$ cat config.mk
export PLATFORM = sky130hd
export DESIGN_NAME = sds_spi_core
export DESIGN_NICKNAME = d
export VERILOG_FILES = /design/src/include/sds_pkg.sv /design/src/rtl/sds_spi_core.sv
export SDC_FILE = /design/constraint.sdc
export NUM_CORES = 1
export LEC_CHECK = 0
export BUFFER_PORTS_ARGS = -buffer_cell sky130_fd_sc_hd__buf_2
export CAP_MARGIN = 15
export CORE_MARGIN = 2
export CORE_UTILIZATION = 45
export CTS_CLUSTER_SIZE = 28
export DETAILED_ROUTE_END_ITERATION = 6
export MAX_ROUTING_LAYER = met4
export PLACE_DENSITY = 0.72
export RECOVER_POWER = 100
export SLEW_MARGIN = 40
export SYNTH_ARGS = -nofsm -noshare
export SYNTH_HDL_FRONTEND = slang
export SYNTH_SLANG_ARGS = --single-unit
$ cat constraint.sdc
create_clock -name core_clk_i -period 13.6 [get_ports core_clk_i]
set_clock_uncertainty 0.2 [all_clocks]
set_input_delay 2.04 -clock core_clk_i [delete_from_list [all_inputs] [get_ports core_clk_i]]
set_output_delay 2.04 -clock core_clk_i [all_outputs]
set_load 0.03 [all_outputs]
$ cat src/include/sds_pkg.sv
// Package: register map, field layout, reset values and states of the SPI data/status block
package sds_pkg;

  // ****************************************************************
  // Register byte offsets
  // ****************************************************************
  localparam logic [7:0] OFS_FRAME_CFG = 8'h00;
  localparam logic [7:0] OFS_LINK_CFG = 8'h04;
  localparam logic [7:0] OFS_FIFO_DATA_PORT = 8'h08;
  localparam logic [7:0] OFS_FIFO_AND_BUSY_FLAGS = 8'h0c;
  localparam logic [7:0] OFS_BIT_RATE_PRESCALER = 8'h10;
  localparam logic [7:0] OFS_INTERRUPT_ENABLE_MASK = 8'h14;
  localparam logic [7:0] OFS_RAW_EVENTS = 8'h18;
  localparam logic [7:0] OFS_MASKED_EVENTS = 8'h1c;
  localparam logic [7:0] OFS_EVENT_CLEAR = 8'h20;

  // ****************************************************************
  // Field positions
  // ****************************************************************
  localparam int FRAME_SIZE_LSB = 0;   // Frame bits minus one, 5 bits
  localparam int SCR_LSB = 8;          // Serial clock rate setting, 8 bits
  localparam int LINK_ENABLE_BIT = 0;
  localparam int RX_SEL_LSB = 7;       // Three bits
  localparam int TX_SEL_LSB = 10;      // Three bits
  localparam int FLAG_TX_EMPTY = 0;
  localparam int FLAG_TX_SPACE = 1;
  localparam int FLAG_RX_DATA = 2;
  localparam int FLAG_RX_FULL = 3;
  localparam int FLAG_BUSY = 4;
  localparam int EV_RX_OVERFLOW = 0;
  localparam int EV_RX_STALE = 1;
  localparam int EV_RX_LEVEL = 2;
  localparam int EV_TX_LEVEL = 3;
  localparam int EV_TX_STARVED = 4;
  localparam int EV_TX_DRAINED = 5;
  localparam int EV_COUNT = 6;
  localparam int CLR_RX_OVERFLOW = 0;
  localparam int CLR_RX_STALE = 1;
  localparam int CLR_TX_STARVED = 2;

  // ****************************************************************
  // Reset values and level codes
  // ****************************************************************
  localparam logic [31:0] FRAME_CFG_RESET = 32'h0000_0007;  // 8-bit frames, rate setting 0
  localparam logic [31:0] LINK_CFG_RESET = 32'h0000_0000;
  localparam logic [7:0] PRESCALER_RESET = 8'h00;
  localparam logic [5:0] MASK_RESET = 6'h00;
  localparam logic [2:0] LVL_SEL_1 = 3'h0;
  localparam logic [2:0] LVL_SEL_4 = 3'h1;
  localparam logic [2:0] LVL_SEL_8 = 3'h2;
  localparam int LVL_CNT_1 = 1;
  localparam int LVL_CNT_4 = 4;
  localparam int LVL_CNT_8 = 8;
  localparam logic [1:0] RESP_OKAY = 2'h0;
  localparam logic [1:0] RESP_SLVERR = 2'h2;

  // Shifter states, one-hot
  typedef enum logic [2:0] {
    ST_IDLE = 3'b001,
    ST_LOW = 3'b010,
    ST_HIGH = 3'b100
  } sds_state_e;

endpackage : sds_pkg

$ cat src/rtl/sds_spi_core.sv
// Module: SPI data port, FIFO flags, bit-rate prescaler and interrupt mask behind AXI4-Lite
// Contract
// RL1: Reading the data port returns and removes the oldest receive FIFO entry.
// RL2: Writing the data port pushes the word into the transmit FIFO.
// RL3: Short frames take transmit data from low bits; upper bits ignored.
// RL4: Short received frames are right-aligned, upper bits zero.
// RL5: Status bit 0 is one while transmit FIFO is empty; resets one.
// RL6: Status bit 1 is zero when transmit FIFO full; resets one.
// RL7: Status bit 2 is one while receive FIFO holds data; resets zero.
// RL8: Status bit 3 is one when receive FIFO full; resets zero.
// RL9: Status bit 4 is one while shifting or transmit FIFO not empty.
// RL10: Software programs the prescaler only with even values 2 to 254.
// RL11: Bit rate is kernel clock over prescaler times one plus rate setting.
// RL12: Mask bit 0 enables the receive overflow interrupt; resets zero.
// RL13: Mask bit 1 enables the receive timeout interrupt; resets zero.
// RL14: Mask bit 2 enables the receive level interrupt; resets zero.
// RL15: Mask bit 3 enables the transmit level interrupt; resets zero.
// RL16: Mask bit 4 enables the transmit underrun interrupt; resets zero.
// RL17: Mask bit 5 enables the transmit empty interrupt; resets zero.
// RL18: Receive level condition at 1, 4 or 8 entries for codes 0, 1, 2.
// RL19: Transmit level condition at 1, 4 or 8 entries for codes 0, 1, 2.
// RL20: Interrupt output is OR of sources whose raw and mask are both one.
`timescale 1ns/10ps
module sds_spi_core
  import sds_pkg::*;
#(
  parameter int FIFO_DEPTH = 8,
  parameter int RX_TIMEOUT_CYCLES = 64
) (
  input wire logic core_clk_i,
  input wire logic rst_i,
  input wire logic [7:0] s_axi_awaddr_i,
  input wire logic s_axi_awvalid_i,
  output logic s_axi_awready_o,
  input wire logic [31:0] s_axi_wdata_i,
  input wire logic [3:0] s_axi_wstrb_i,
  input wire logic s_axi_wvalid_i,
  output logic s_axi_wready_o,
  output logic [1:0] s_axi_bresp_o,
  output logic s_axi_bvalid_o,
  input wire logic s_axi_bready_i,
  input wire logic [7:0] s_axi_araddr_i,
  input wire logic s_axi_arvalid_i,
  output logic s_axi_arready_o,
  output logic [31:0] s_axi_rdata_o,
  output logic [1:0] s_axi_rresp_o,
  output logic s_axi_rvalid_o,
  input wire logic s_axi_rready_i,
  output logic spi_sclk_o,
  output logic spi_mosi_o,
  output logic spi_cs_n_o,
  input wire logic spi_miso_i,
  output logic irq_o
);
  localparam int PW = (FIFO_DEPTH > 1) ? $clog2(FIFO_DEPTH) : 1;
  localparam int CW = $clog2(FIFO_DEPTH + 1);
  localparam logic [CW-1:0] DEPTH_C = CW'(FIFO_DEPTH);
  localparam logic [PW-1:0] LAST_PTR = PW'(FIFO_DEPTH - 1);
  localparam logic [15:0] TIMEOUT_C = 16'(RX_TIMEOUT_CYCLES);
  // ****************
  // Declarations
  // ****************
  logic aw_hold_reg, w_hold_reg, awready_reg, wready_reg, bvalid_reg, arready_reg, rvalid_reg;
  logic ovf_reg, stale_reg, irq_reg, sclk_reg, mosi_reg, cs_n_reg;
  logic [1:0] bresp_reg, rresp_reg;
  logic [3:0] w_strb_reg;
  logic [4:0] bit_cnt_reg;
  logic [5:0] mask_reg;
  logic [7:0] aw_addr_reg, prescaler_reg;
  logic [15:0] stale_cnt_reg, div_cnt_reg;
  logic [31:0] w_data_reg, rdata_reg, frame_cfg_reg, link_cfg_reg, tx_shift_reg, rx_shift_reg;
  logic [31:0] tx_mem [FIFO_DEPTH];
  logic [31:0] rx_mem [FIFO_DEPTH];
  logic [PW-1:0] tx_wr_reg, tx_rd_reg, rx_wr_reg, rx_rd_reg;
  logic [CW-1:0] tx_cnt_reg, rx_cnt_reg;
  sds_state_e state_reg;
  logic wr_fire, rd_take, wr_is_data, tx_push, tx_pop, rx_push, rx_pop, tx_full, rx_full;
  logic div_end, frame_done, rd_ok;
  logic [4:0] frame_last;
  logic [5:0] raw_ev;
  logic [7:0] scr_val;
  logic [15:0] half_period;
  logic [CW-1:0] rx_thr, tx_thr;
  logic [31:0] flags, rd_mux;

  // ****************
  // Handshake and shared terms
  // ****************
  // Only one write and one read under way; the response frees the channel
  assign wr_fire = aw_hold_reg & w_hold_reg & ~bvalid_reg;
  assign rd_take = s_axi_arvalid_i & arready_reg;
  assign wr_is_data = (aw_addr_reg == OFS_FIFO_DATA_PORT) & (|w_strb_reg);
  assign tx_full = (tx_cnt_reg == DEPTH_C);
  assign rx_full = (rx_cnt_reg == DEPTH_C);
  assign tx_push = wr_fire & wr_is_data & ~tx_full; // RL2
  assign rx_pop = rd_take & (s_axi_araddr_i == OFS_FIFO_DATA_PORT) & (rx_cnt_reg != '0); // RL1
  assign frame_last = frame_cfg_reg[FRAME_SIZE_LSB +: 5];
  assign scr_val = frame_cfg_reg[SCR_LSB +: 8];
  // Prescaler is even, so half a bit is (prescaler/2) x (1 + rate setting)
  assign half_period = 16'(prescaler_reg[7:1]) * (16'(scr_val) + 16'h0001); // RL11
  assign div_end = (div_cnt_reg + 16'h0001 >= half_period);
  assign tx_pop = (state_reg == ST_IDLE) & link_cfg_reg[LINK_ENABLE_BIT] &
                  (tx_cnt_reg != '0) & (half_period != 16'h0000);
  assign frame_done = (state_reg == ST_HIGH) & div_end & (bit_cnt_reg == frame_last);
  assign rx_push = frame_done & ~rx_full;

  // Level thresholds; reserved codes never trigger
  always_comb begin
    case (link_cfg_reg[RX_SEL_LSB +: 3]) // RL18
      LVL_SEL_1: rx_thr = CW'(LVL_CNT_1);
      LVL_SEL_4: rx_thr = CW'(LVL_CNT_4);
      LVL_SEL_8: rx_thr = CW'(LVL_CNT_8);
      default: rx_thr = '1;
    endcase
    case (link_cfg_reg[TX_SEL_LSB +: 3]) // RL19
      LVL_SEL_1: tx_thr = CW'(LVL_CNT_1);
      LVL_SEL_4: tx_thr = CW'(LVL_CNT_4);
      LVL_SEL_8: tx_thr = CW'(LVL_CNT_8);
      default: tx_thr = '1;
    endcase
  end
  // Raw event vector; underrun cannot occur while this end drives the clock
  always_comb begin
    raw_ev = '0;
    raw_ev[EV_RX_OVERFLOW] = ovf_reg;
    raw_ev[EV_RX_STALE] = stale_reg;
    raw_ev[EV_RX_LEVEL] = (link_cfg_reg[RX_SEL_LSB +: 3] <= LVL_SEL_8) & (rx_cnt_reg >= rx_thr);
    raw_ev[EV_TX_LEVEL] = (link_cfg_reg[TX_SEL_LSB +: 3] <= LVL_SEL_8) & (tx_cnt_reg >= tx_thr);
    raw_ev[EV_TX_STARVED] = 1'b0;
    raw_ev[EV_TX_DRAINED] = (tx_cnt_reg == '0);
  end
  // Status flags straight from FIFO counts and the shifter
  always_comb begin
    flags = '0;
    flags[FLAG_TX_EMPTY] = (tx_cnt_reg == '0); // RL5
    flags[FLAG_TX_SPACE] = ~tx_full; // RL6
    flags[FLAG_RX_DATA] = (rx_cnt_reg != '0); // RL7
    flags[FLAG_RX_FULL] = rx_full; // RL8
    flags[FLAG_BUSY] = (state_reg != ST_IDLE) | (tx_cnt_reg != '0); // RL9
  end
  // Read decode; an empty receive FIFO reads zero
  always_comb begin
    rd_ok = 1'b1;
    case (s_axi_araddr_i)
      OFS_FRAME_CFG: rd_mux = frame_cfg_reg;
      OFS_LINK_CFG: rd_mux = link_cfg_reg;
      OFS_FIFO_DATA_PORT: rd_mux = (rx_cnt_reg != '0) ? rx_mem[rx_rd_reg] : 32'h0000_0000; // RL1
      OFS_FIFO_AND_BUSY_FLAGS: rd_mux = flags;
      OFS_BIT_RATE_PRESCALER: rd_mux = {24'h00_0000, prescaler_reg};
      OFS_INTERRUPT_ENABLE_MASK: rd_mux = {26'h000_0000, mask_reg};
      OFS_RAW_EVENTS: rd_mux = {26'h000_0000, raw_ev};
      OFS_MASKED_EVENTS: rd_mux = {26'h000_0000, raw_ev & mask_reg};
      OFS_EVENT_CLEAR: rd_mux = 32'h0000_0000;
      default: begin
        rd_mux = 32'h0000_0000;
        rd_ok = 1'b0;
      end
    endcase
  end

  // ****************
  // AXI4-Lite write channel
  // ****************
  // Address and data are caught in either order; ready drops until the response
  always_ff @(posedge core_clk_i) begin
    if (rst_i) begin
      aw_hold_reg <= 1'b0;
      aw_addr_reg <= 8'h00;
      w_hold_reg <= 1'b0;
      w_data_reg <= 32'h0000_0000;
      w_strb_reg <= 4'h0;
      awready_reg <= 1'b1;
      wready_reg <= 1'b1;
      bvalid_reg <= 1'b0;
      bresp_reg <= RESP_OKAY;
    end else begin
      if (s_axi_awvalid_i & awready_reg) begin
        aw_hold_reg <= 1'b1;
        aw_addr_reg <= s_axi_awaddr_i;
        awready_reg <= 1'b0;
      end
      if (s_axi_wvalid_i & wready_reg) begin
        w_hold_reg <= 1'b1;
        w_data_reg <= s_axi_wdata_i;
        w_strb_reg <= s_axi_wstrb_i;
        wready_reg <= 1'b0;
      end
      if (wr_fire) begin
        aw_hold_reg <= 1'b0;
        w_hold_reg <= 1'b0;
        bvalid_reg <= 1'b1;
        bresp_reg <= (aw_addr_reg > OFS_EVENT_CLEAR || aw_addr_reg == OFS_FIFO_AND_BUSY_FLAGS ||
                      aw_addr_reg[1:0] != 2'h0) ? RESP_SLVERR : RESP_OKAY;
      end
      if (bvalid_reg & s_axi_bready_i) begin
        bvalid_reg <= 1'b0;
        awready_reg <= 1'b1;
        wready_reg <= 1'b1;
      end
    end
  end
  // Writable registers; byte enables honoured per lane
  always_ff @(posedge core_clk_i) begin
    if (rst_i) begin
      frame_cfg_reg <= FRAME_CFG_RESET;
      link_cfg_reg <= LINK_CFG_RESET;
      prescaler_reg <= PRESCALER_RESET;
      mask_reg <= MASK_RESET; // RL12 RL13 RL14 RL15 RL16 RL17
    end else if (wr_fire) begin
      for (int b = 0; b < 4; b++) begin
        if (w_strb_reg[b]) begin
          if (aw_addr_reg == OFS_FRAME_CFG) frame_cfg_reg[b*8 +: 8] <= w_data_reg[b*8 +: 8];
          if (aw_addr_reg == OFS_LINK_CFG) link_cfg_reg[b*8 +: 8] <= w_data_reg[b*8 +: 8];
        end
      end
      // Only even 2..254 is meaningful; other values are stored as written
      if (aw_addr_reg == OFS_BIT_RATE_PRESCALER && w_strb_reg[0]) begin
        prescaler_reg <= w_data_reg[7:0]; // RL10
      end
      if (aw_addr_reg == OFS_INTERRUPT_ENABLE_MASK && w_strb_reg[0]) begin
        mask_reg <= w_data_reg[5:0];
      end
    end
  end
  // ****************
  // AXI4-Lite read channel
  // ****************
  // Data is captured at the address edge, so the FIFO pop and read agree
  always_ff @(posedge core_clk_i) begin
    if (rst_i) begin
      arready_reg <= 1'b1;
      rvalid_reg <= 1'b0;
      rdata_reg <= 32'h0000_0000;
      rresp_reg <= RESP_OKAY;
    end else begin
      if (rd_take) begin
        arready_reg <= 1'b0;
        rvalid_reg <= 1'b1;
        rdata_reg <= rd_mux;
        rresp_reg <= rd_ok ? RESP_OKAY : RESP_SLVERR;
      end else if (rvalid_reg & s_axi_rready_i) begin
        rvalid_reg <= 1'b0;
        arready_reg <= 1'b1;
      end
    end
  end
  // ****************
  // FIFOs
  // ****************
  // Transmit FIFO; a push while full is dropped
  always_ff @(posedge core_clk_i) begin
    if (rst_i) begin
      tx_wr_reg <= '0;
      tx_rd_reg <= '0;
      tx_cnt_reg <= '0;
    end else begin
      if (tx_push) begin
        tx_mem[tx_wr_reg] <= w_data_reg; // RL2
        tx_wr_reg <= (tx_wr_reg == LAST_PTR) ? '0 : tx_wr_reg + PW'(1);
      end
      if (tx_pop) begin
        tx_rd_reg <= (tx_rd_reg == LAST_PTR) ? '0 : tx_rd_reg + PW'(1);
      end
      tx_cnt_reg <= tx_cnt_reg + CW'(tx_push) - CW'(tx_pop);
    end
  end
  // Receive FIFO; a frame arriving while full is lost and flagged
  always_ff @(posedge core_clk_i) begin
    if (rst_i) begin
      rx_wr_reg <= '0;
      rx_rd_reg <= '0;
      rx_cnt_reg <= '0;
    end else begin
      if (rx_push) begin
        rx_mem[rx_wr_reg] <= rx_shift_reg; // RL4
        rx_wr_reg <= (rx_wr_reg == LAST_PTR) ? '0 : rx_wr_reg + PW'(1);
      end
      if (rx_pop) begin
        rx_rd_reg <= (rx_rd_reg == LAST_PTR) ? '0 : rx_rd_reg + PW'(1); // RL1
      end
      rx_cnt_reg <= rx_cnt_reg + CW'(rx_push) - CW'(rx_pop);
    end
  end
  // ****************
  // Sticky events and interrupt output
  // ****************
  // A new event in the clearing cycle wins over the clear
  always_ff @(posedge core_clk_i) begin
    if (rst_i) begin
      ovf_reg <= 1'b0;
      stale_reg <= 1'b0;
      stale_cnt_reg <= 16'h0000;
    end else begin
      if (frame_done & rx_full) begin
        ovf_reg <= 1'b1;
      end else if (wr_fire && aw_addr_reg == OFS_EVENT_CLEAR && w_data_reg[CLR_RX_OVERFLOW]) begin
        ovf_reg <= 1'b0;
      end
      // Stale timer restarts on every data port read and while the FIFO is empty
      if (rx_pop || rx_cnt_reg == '0) begin
        stale_cnt_reg <= 16'h0000;
      end else if (stale_cnt_reg != TIMEOUT_C) begin
        stale_cnt_reg <= stale_cnt_reg + 16'h0001;
      end
      if (stale_cnt_reg + 16'h0001 == TIMEOUT_C && !rx_pop && rx_cnt_reg != '0) begin
        stale_reg <= 1'b1;
      end else if (wr_fire && aw_addr_reg == OFS_EVENT_CLEAR && w_data_reg[CLR_RX_STALE]) begin
        stale_reg <= 1'b0;
      end
    end
  end
  // Registered so the pin is glitch free
  always_ff @(posedge core_clk_i) begin
    if (rst_i) begin
      irq_reg <= 1'b0;
    end else begin
      irq_reg <= |(raw_ev & mask_reg); // RL20 RL12 RL13 RL14 RL15 RL16 RL17
    end
  end
  // ****************
  // Serial shifter, clock idle low, sample on rising edge
  // ****************
  always_ff @(posedge core_clk_i) begin
    if (rst_i) begin
      state_reg <= ST_IDLE;
      div_cnt_reg <= 16'h0000;
      bit_cnt_reg <= 5'h00;
      tx_shift_reg <= 32'h0000_0000;
      rx_shift_reg <= 32'h0000_0000;
      sclk_reg <= 1'b0;
      mosi_reg <= 1'b0;
      cs_n_reg <= 1'b1;
    end else begin
      case (state_reg)
        ST_IDLE: begin
          if (tx_pop) begin
            // Frame's top bit moved to bit 31; bits above the frame fall away
            tx_shift_reg <= tx_mem[tx_rd_reg] << (5'd31 - frame_last); // RL3
            mosi_reg <= tx_mem[tx_rd_reg][frame_last];
            rx_shift_reg <= 32'h0000_0000; // RL4
            bit_cnt_reg <= 5'h00;
            div_cnt_reg <= 16'h0000;
            cs_n_reg <= 1'b0;
            state_reg <= ST_LOW;
          end
        end
        ST_LOW: begin
          div_cnt_reg <= div_end ? 16'h0000 : div_cnt_reg + 16'h0001; // RL11
          if (div_end) begin
            sclk_reg <= 1'b1;
            rx_shift_reg <= {rx_shift_reg[30:0], spi_miso_i};
            state_reg <= ST_HIGH;
          end
        end
        ST_HIGH: begin
          div_cnt_reg <= div_end ? 16'h0000 : div_cnt_reg + 16'h0001; // RL11
          if (div_end) begin
            sclk_reg <= 1'b0;
            if (bit_cnt_reg == frame_last) begin
              cs_n_reg <= 1'b1;
              mosi_reg <= 1'b0;
              state_reg <= ST_IDLE;
            end else begin
              tx_shift_reg <= {tx_shift_reg[30:0], 1'b0};
              mosi_reg <= tx_shift_reg[30];
              bit_cnt_reg <= bit_cnt_reg + 5'h01;
              state_reg <= ST_LOW;
            end
          end
        end
        default: begin
          state_reg <= ST_IDLE;
          sclk_reg <= 1'b0;
          cs_n_reg <= 1'b1;
        end
      endcase
    end
  end
  // ****************
  // Outputs, all from flip-flops
  // ****************
  assign s_axi_awready_o = awready_reg;
  assign s_axi_wready_o = wready_reg;
  assign s_axi_bvalid_o = bvalid_reg;
  assign s_axi_bresp_o = bresp_reg;
  assign s_axi_arready_o = arready_reg;
  assign s_axi_rvalid_o = rvalid_reg;
  assign s_axi_rdata_o = rdata_reg;
  assign s_axi_rresp_o = rresp_reg;
  assign spi_sclk_o = sclk_reg;
  assign spi_mosi_o = mosi_reg;
  assign spi_cs_n_o = cs_n_reg;
  assign irq_o = irq_reg;

endmodule : sds_spi_core

Yosys cells after proc, flatten, opt, wreduce, memory -nomap -nowiden:

Memory sizes are Yosys's and may differ from the RTL's. A register that Yosys moved wholly into a read port is not among the register bits.
Index checks and enable logic that the tools add are counted.

* order comparisons: 7
* reductions and logical operators: 51
* equal/unequal tests: 36
* multiply operators: 1
* bitwise operators: 28
* add/sub/neg operators: 13
* shifts and indexed selects: 1
* multiplexer cells: 61

Operators by type and width (count)
* $pmux W32 S8: 1
* $mux W32: 3
* $mux W31: 3
* $pmux W32 S2: 1
* $pmux W31 S2: 1
* $eq A8 B5 Y1 const B: 6
* $reduce_and A3 Y1: 12
* $mux W3: 11
* $add A16 B1 Y16 const B: 2
* $eq A8 B4 Y1 const B: 4
* $mux W16: 2
* $pmux W16 S2: 1
* $shl A32 B5 Y31: 1
* $mux W1: 24
* $pmux W4 S3: 2
* $and A1 B1 Y1: 21
* $eq A16 B7 Y1 const B: 1
* $eq A8 B3 Y1 const B: 2
* $eq A8 B6 Y1 const B: 2
* $ge A16 B16 Y1: 1
* $logic_not A8 Y1: 2
* $mul A7 B9 Y16: 1
* $ne A16 B7 Y1 const B: 1
* $reduce_bool A16 Y1: 1
* other kinds (41): 92

* memories kept: 2
* register bits: 294
* word-level logic and storage cells: 241
* output and inout bits: 45
* bits in writable memories: 512

Memory list
* rx_mem: depth 8, width 32, rd ports 1, clocked after Yosys merged registers in 1, wr ports 1, line sds_spi_core.sv:73 `logic [31:0] rx_mem [FIFO_DEPTH];`
* tx_mem: depth 8, width 32, rd ports 1, clocked after Yosys merged registers in 1, wr ports 1, line sds_spi_core.sv:72 `logic [31:0] tx_mem [FIFO_DEPTH];`

Depth between registers and ports, before layout:

* depth after elaboration: 9
* depth in mapped cells: 36
* depth with buffers taken out: 34

Worst setup path before layout:

No wires, ideal clock.

* path kind: reg2reg
* start point: register frame_cfg_reg[8]
* end point: memory rx_mem[1][0], enable pin
* path buffers: 1
* data arrival time: 9.799 ns
* stages on the path, launching flop included: 29
* slack: 3.100 ns
* library setup time: 0.501 ns
* required time: 12.899 ns
* cells stage by stage: dfxtp_1 -> clkbuf_1 -> and3_1 -> nand3_1 -> xor2_1 -> nor2b_1 -> fa_1 -> inv_1 -> fa_1 -> inv_1 -> fa_1 -> inv_1 -> fa_1 -> inv_1 -> ha_1 -> a21oi_1 -> and2_1 -> a21boi_1 -> or4_1 -> and3_1 -> inv_1 -> ha_1 -> nand4_1 -> or4_1 -> o21ai_1 -> nand2_1 -> nor3_1 -> nand2_1 -> nor4_1

* cells in the longest elaborated chain, start to end: 9

RTL lines
* start, declared: line sds_spi_core.sv:71 `logic [31:0] w_data_reg, rdata_reg, frame_cfg_reg, link_cfg_reg, tx_shift_reg, rx_shift_reg;`
* start signal, assigned by index: line sds_spi_core.sv:212 `if (aw_addr_reg == OFS_FRAME_CFG) frame_cfg_reg[b*8 +: 8] <= w_data_reg[b*8 +: 8];`
* $add A8 B1 Y9: line sds_spi_core.sv:100 `assign half_period = 16'(prescaler_reg[7:1]) * (16'(scr_val) + 16'h0001);`
* $mul A7 B9 Y16: line sds_spi_core.sv:100
* $ge A16 B16 Y1: line sds_spi_core.sv:101 `assign div_end = (div_cnt_reg + 16'h0001 >= half_period);`
* $and A1 B1 Y1 (2 in series): line sds_spi_core.sv:104 `assign frame_done = (state_reg == ST_HIGH) & div_end & (bit_cnt_reg == frame_last);`
* $and A1 B1 Y1: line sds_spi_core.sv:105 `assign rx_push = frame_done & ~rx_full;`
* $mux W1: line sds_spi_core.sv:274 `if (rx_push) begin`
* $mux W1: line sds_spi_core.sv:269 `if (rst_i) begin`
* $mux W1 (not written as such): line sds_spi_core.sv:275 `rx_mem[rx_wr_reg] <= rx_shift_reg;`
* end, declared: line sds_spi_core.sv:73

No other way between the ends.

Worst setup path after layout:

* start point: register frame_cfg_reg[8]
* end point: register rx_shift_reg[20]

* cells in the longest elaborated chain, start to end: 6
* elaborated cells on any way between the ends: 8

RTL lines
* $add A8 B1 Y9 *: line sds_spi_core.sv:100
* $mul A7 B9 Y16 *: line sds_spi_core.sv:100
* branches (longest 3 deep; another with $ge A16 B16 Y1)
* $reduce_and A3 Y1 (no source line) *
* end signal, assigned: line sds_spi_core.sv:351 `rx_shift_reg <= {rx_shift_reg[30:0], spi_miso_i};`
* end, declared: line sds_spi_core.sv:71

Every way passes the cells marked *.
A chain may end at the register's enable or synchronous reset.

==> metrics.txt <==
status=finished, violations left; failing checks=capacitance limit, slew limit; clk buf depth=3; DRC=0; Worst VDD drop=0.0928 mV; Die Area=84800 µm²; Setup CP Type=flip-flop to flip-flop; final setup margin=2.77 ns; vias in the first global route=24600; setup tns final=0 ns; final cycle utilization of the critical path=79.6%; Hold Worst Slack=0.256 ns; Slew @ Worst Pin=4.24 ns; initial core utilization=45.3%; Post-Synthesis Cell Area=37100 µm²; GP Congestion=0.919; Post-synth ARST share=0%; pre-CTS setup slack=4.83 ns; hold depth=2; Final Slew Violations=553; first-pass GRT wire length=147000 µm; cells after synthesis=2947; Clock Latency Late Sink=0.64 ns; Clk pin slew, worst setup/hold paths=0.07 ns; IO buf count=102; CP arrival=10.97 ns; Main synth FF type=edfxtp_1; Syn Area/Cell=12.6 µm²; Layout Nets=3189; vias post-DR=24900; clk root buf=clkbuf_16; Post-DRT Antenna Nets=0; Worst setup EP type=flip-flop; MaxCap Viol Count=14; # clock sinks=810; H-tree levels=3; DRT iter0 DRCs=2261; Slew HR=-183%; RSZ-0062 raised after global routing=no; Hold Vio Cnt, Final=0; post-cts sizing count=0; die width=291 µm; clock buffer count from CTS=83; total grt overflow=0; Via density=5.99; layout cell share with drive strength beyond 1=13.6%; EDFF count, synth=512; Die Y=291 µm; Power Total=0.00502 W; row cnt=105; initial antenna violation count=3; min cycle time layout=10.83 ns; CP Max Fanout=39; final wirelength=94400 µm; dpl hpwl=62600 µm; Ys Warns=0; drt wl/cell=22.7 µm; Synth Register Bits=810; cells on worst reg2reg path=27; internal reg-to-reg setup slack=2.77 ns; largest net degree at the start of global routing=90; final setup violation count=0; Pleak=14.4 nW; Largest regs=rx_mem: 256 flops, tx_mem: 256 flops; Max Clk Rate=0.0923 GHz; Post-CTS Setup Bufs=0; Syn-to-layout area delta=11.3%; Hold Path Class=flip-flop to flip-flop; register area share after synthesis=57.5%; pwr dens=122 nW/µm²; CTS tree=yes; Yosys cell types=94; hold buffer count at CTS=0; num ports=105; startpoint class of the critical path=flip-flop; Critical Path RT=13.74 ns; total core area=81800 µm²; DR pass1 iterations=6; GRT Total Usage=22.8%
logic make-up (layout without fill, tap and decap cells):
logic type | count (synthesis) | in the layout | synth area share [%]
AO/OA/AOI/OAI | 598 | 598 | 10.7
XOR/XNOR | 56 | 56 | 1.32
adder cells (fa/ha/maj) | 120 | 120 | 4.77
buffers and inverters | 257 | 389 | 3.00
flip-flops | 810 | 810 | 57.5
multiplexers | 301 | 301 | 12.5
other | 1 | 5 | 0.0101
AND/OR/NAND/NOR | 804 | 804 | 10.2
cells in the final DEF, fill, tap and decap left out, drive strengths merged, types with 28 or more instances in the layout:
cell type  count
nor3          37
dfxtp        298
nor2b         37
mux2i        141
nand2        258
ha            84
inv           78
mux2          38
a221oi        41
clkbuf       181
a22oi         36
fa            36
xor2          28
o21ai         98
and3          30
clkinv        34
a21oi        221
xnor2         28
and2          40
a211oi        35
edfxtp       512
buf           90
nand3         99
nor2         205
o211ai        41
mux4         122
final timing paths:
path / from / to
setup / recovery: frame_cfg_reg[8]$_SDFFE_PP0P_ / rx_shift_reg[20]$_SDFFE_PP0P_
hold / removal: frame_cfg_reg[30]$_SDFFE_PP0P_ / frame_cfg_reg[30]$_SDFFE_PP0P_
setup reg to reg: frame_cfg_reg[8]$_SDFFE_PP0P_ / rx_shift_reg[20]$_SDFFE_PP0P_
hold reg to reg: frame_cfg_reg[30]$_SDFFE_PP0P_ / frame_cfg_reg[30]$_SDFFE_PP0P_
critical path, stage by stage (launching register included):
cell	delay, ns
dfxtp_1	0.53
ha_1	0.25
nand3_1	0.12
nor2_1	0.18
xor2_1	0.45
and2_0	0.24
fa_1	0.47
fa_1	0.51
fa_1	0.49
inv_1	0.05
fa_1	0.48
inv_1	0.04
ha_1	0.40
nand2_1	0.13
nor2_1	0.12
a21boi_0	0.48
o2111ai_1	0.26
and3_1	0.23
inv_1	0.12
ha_1	0.17
nand4_1	0.11
or4_1	0.53
o21ai_0	0.39
clkbuf_1	1.83
nand2_1	0.16
clkbuf_1	0.93
o211ai_1	0.47
a21oi_1	0.12
per-stage QoR:
stage	util (%)	instances	instance area (µm²)
global route	50.4	4152	41300
finish	50.4	4153	41300
CTS	50.9	4150	41700
global placement	47.2	3983	38600
floorplan	-	2948	37100
detailed placement	47.5	3994	38900
cell usage after synthesis, types with 9 or more instances:
cell type,count,area [µm²]
a211oi_1,25,188
a211oi_2,10,125
a21o_1,14,105
a21oi_1,221,1110
a221oi_1,39,342
a22oi_1,33,248
a31oi_1,10,62.6
a32o_1,11,110
and2_1,39,244
and3_1,30,188
buf_1,16,60.1
buf_2,19,95.1
buf_4,9,67.6
buf_6,10,113
clkbuf_1,126,473
dfxtp_1,298,5970
edfxtp_1,512,15400
fa_1,36,721
ha_1,84,1050
inv_1,71,267
mux2_2,35,394
mux2i_1,139,1390
mux4_2,118,2660
nand2_1,257,965
nand2b_1,25,156
nand3_1,99,495
nand4_1,17,106
nor2_1,203,762
nor2b_1,37,231
nor3_1,37,185
nor3b_1,9,67.6
nor4_1,10,62.6
o211ai_1,41,308
o21ai_0,85,425
o21ai_1,12,60.1
or3_1,11,68.8
xnor2_1,28,245
xor2_1,28,245
where the power goes:
group	total, W	switching (W)	internal, W
Clock	0.00228	0.000971	0.00131
Sequential	0.00264	0.0000349	0.00261
Combinational	0.0000989	0.0000724	0.0000264
final cells by class:
type | instances | area, µm²
diodes | 3 | 7.51
clock buffers | 114 | 2360
clock inverters | 42 | 402
fillers | 6892 | 40600
inverters | 76 | 285
multi-input cells | 1881 | 14700
flip-flops and latches | 810 | 21400
well taps | 1070 | 1340
repair buffers | 157 | 873
routing by layer:
layer / vias up / GRT usage, % / share of wire (%)
li1: 11300 / - / -
met1: 12500 / 30.7 / 43
met2: 988 / 36.4 / 48
met3: 157 / 2.99 / 7.2
met4: 0 / 6.74 / 2.6
met5: - / - / 0
Note: power is estimated with default switching activity, not from simulation.
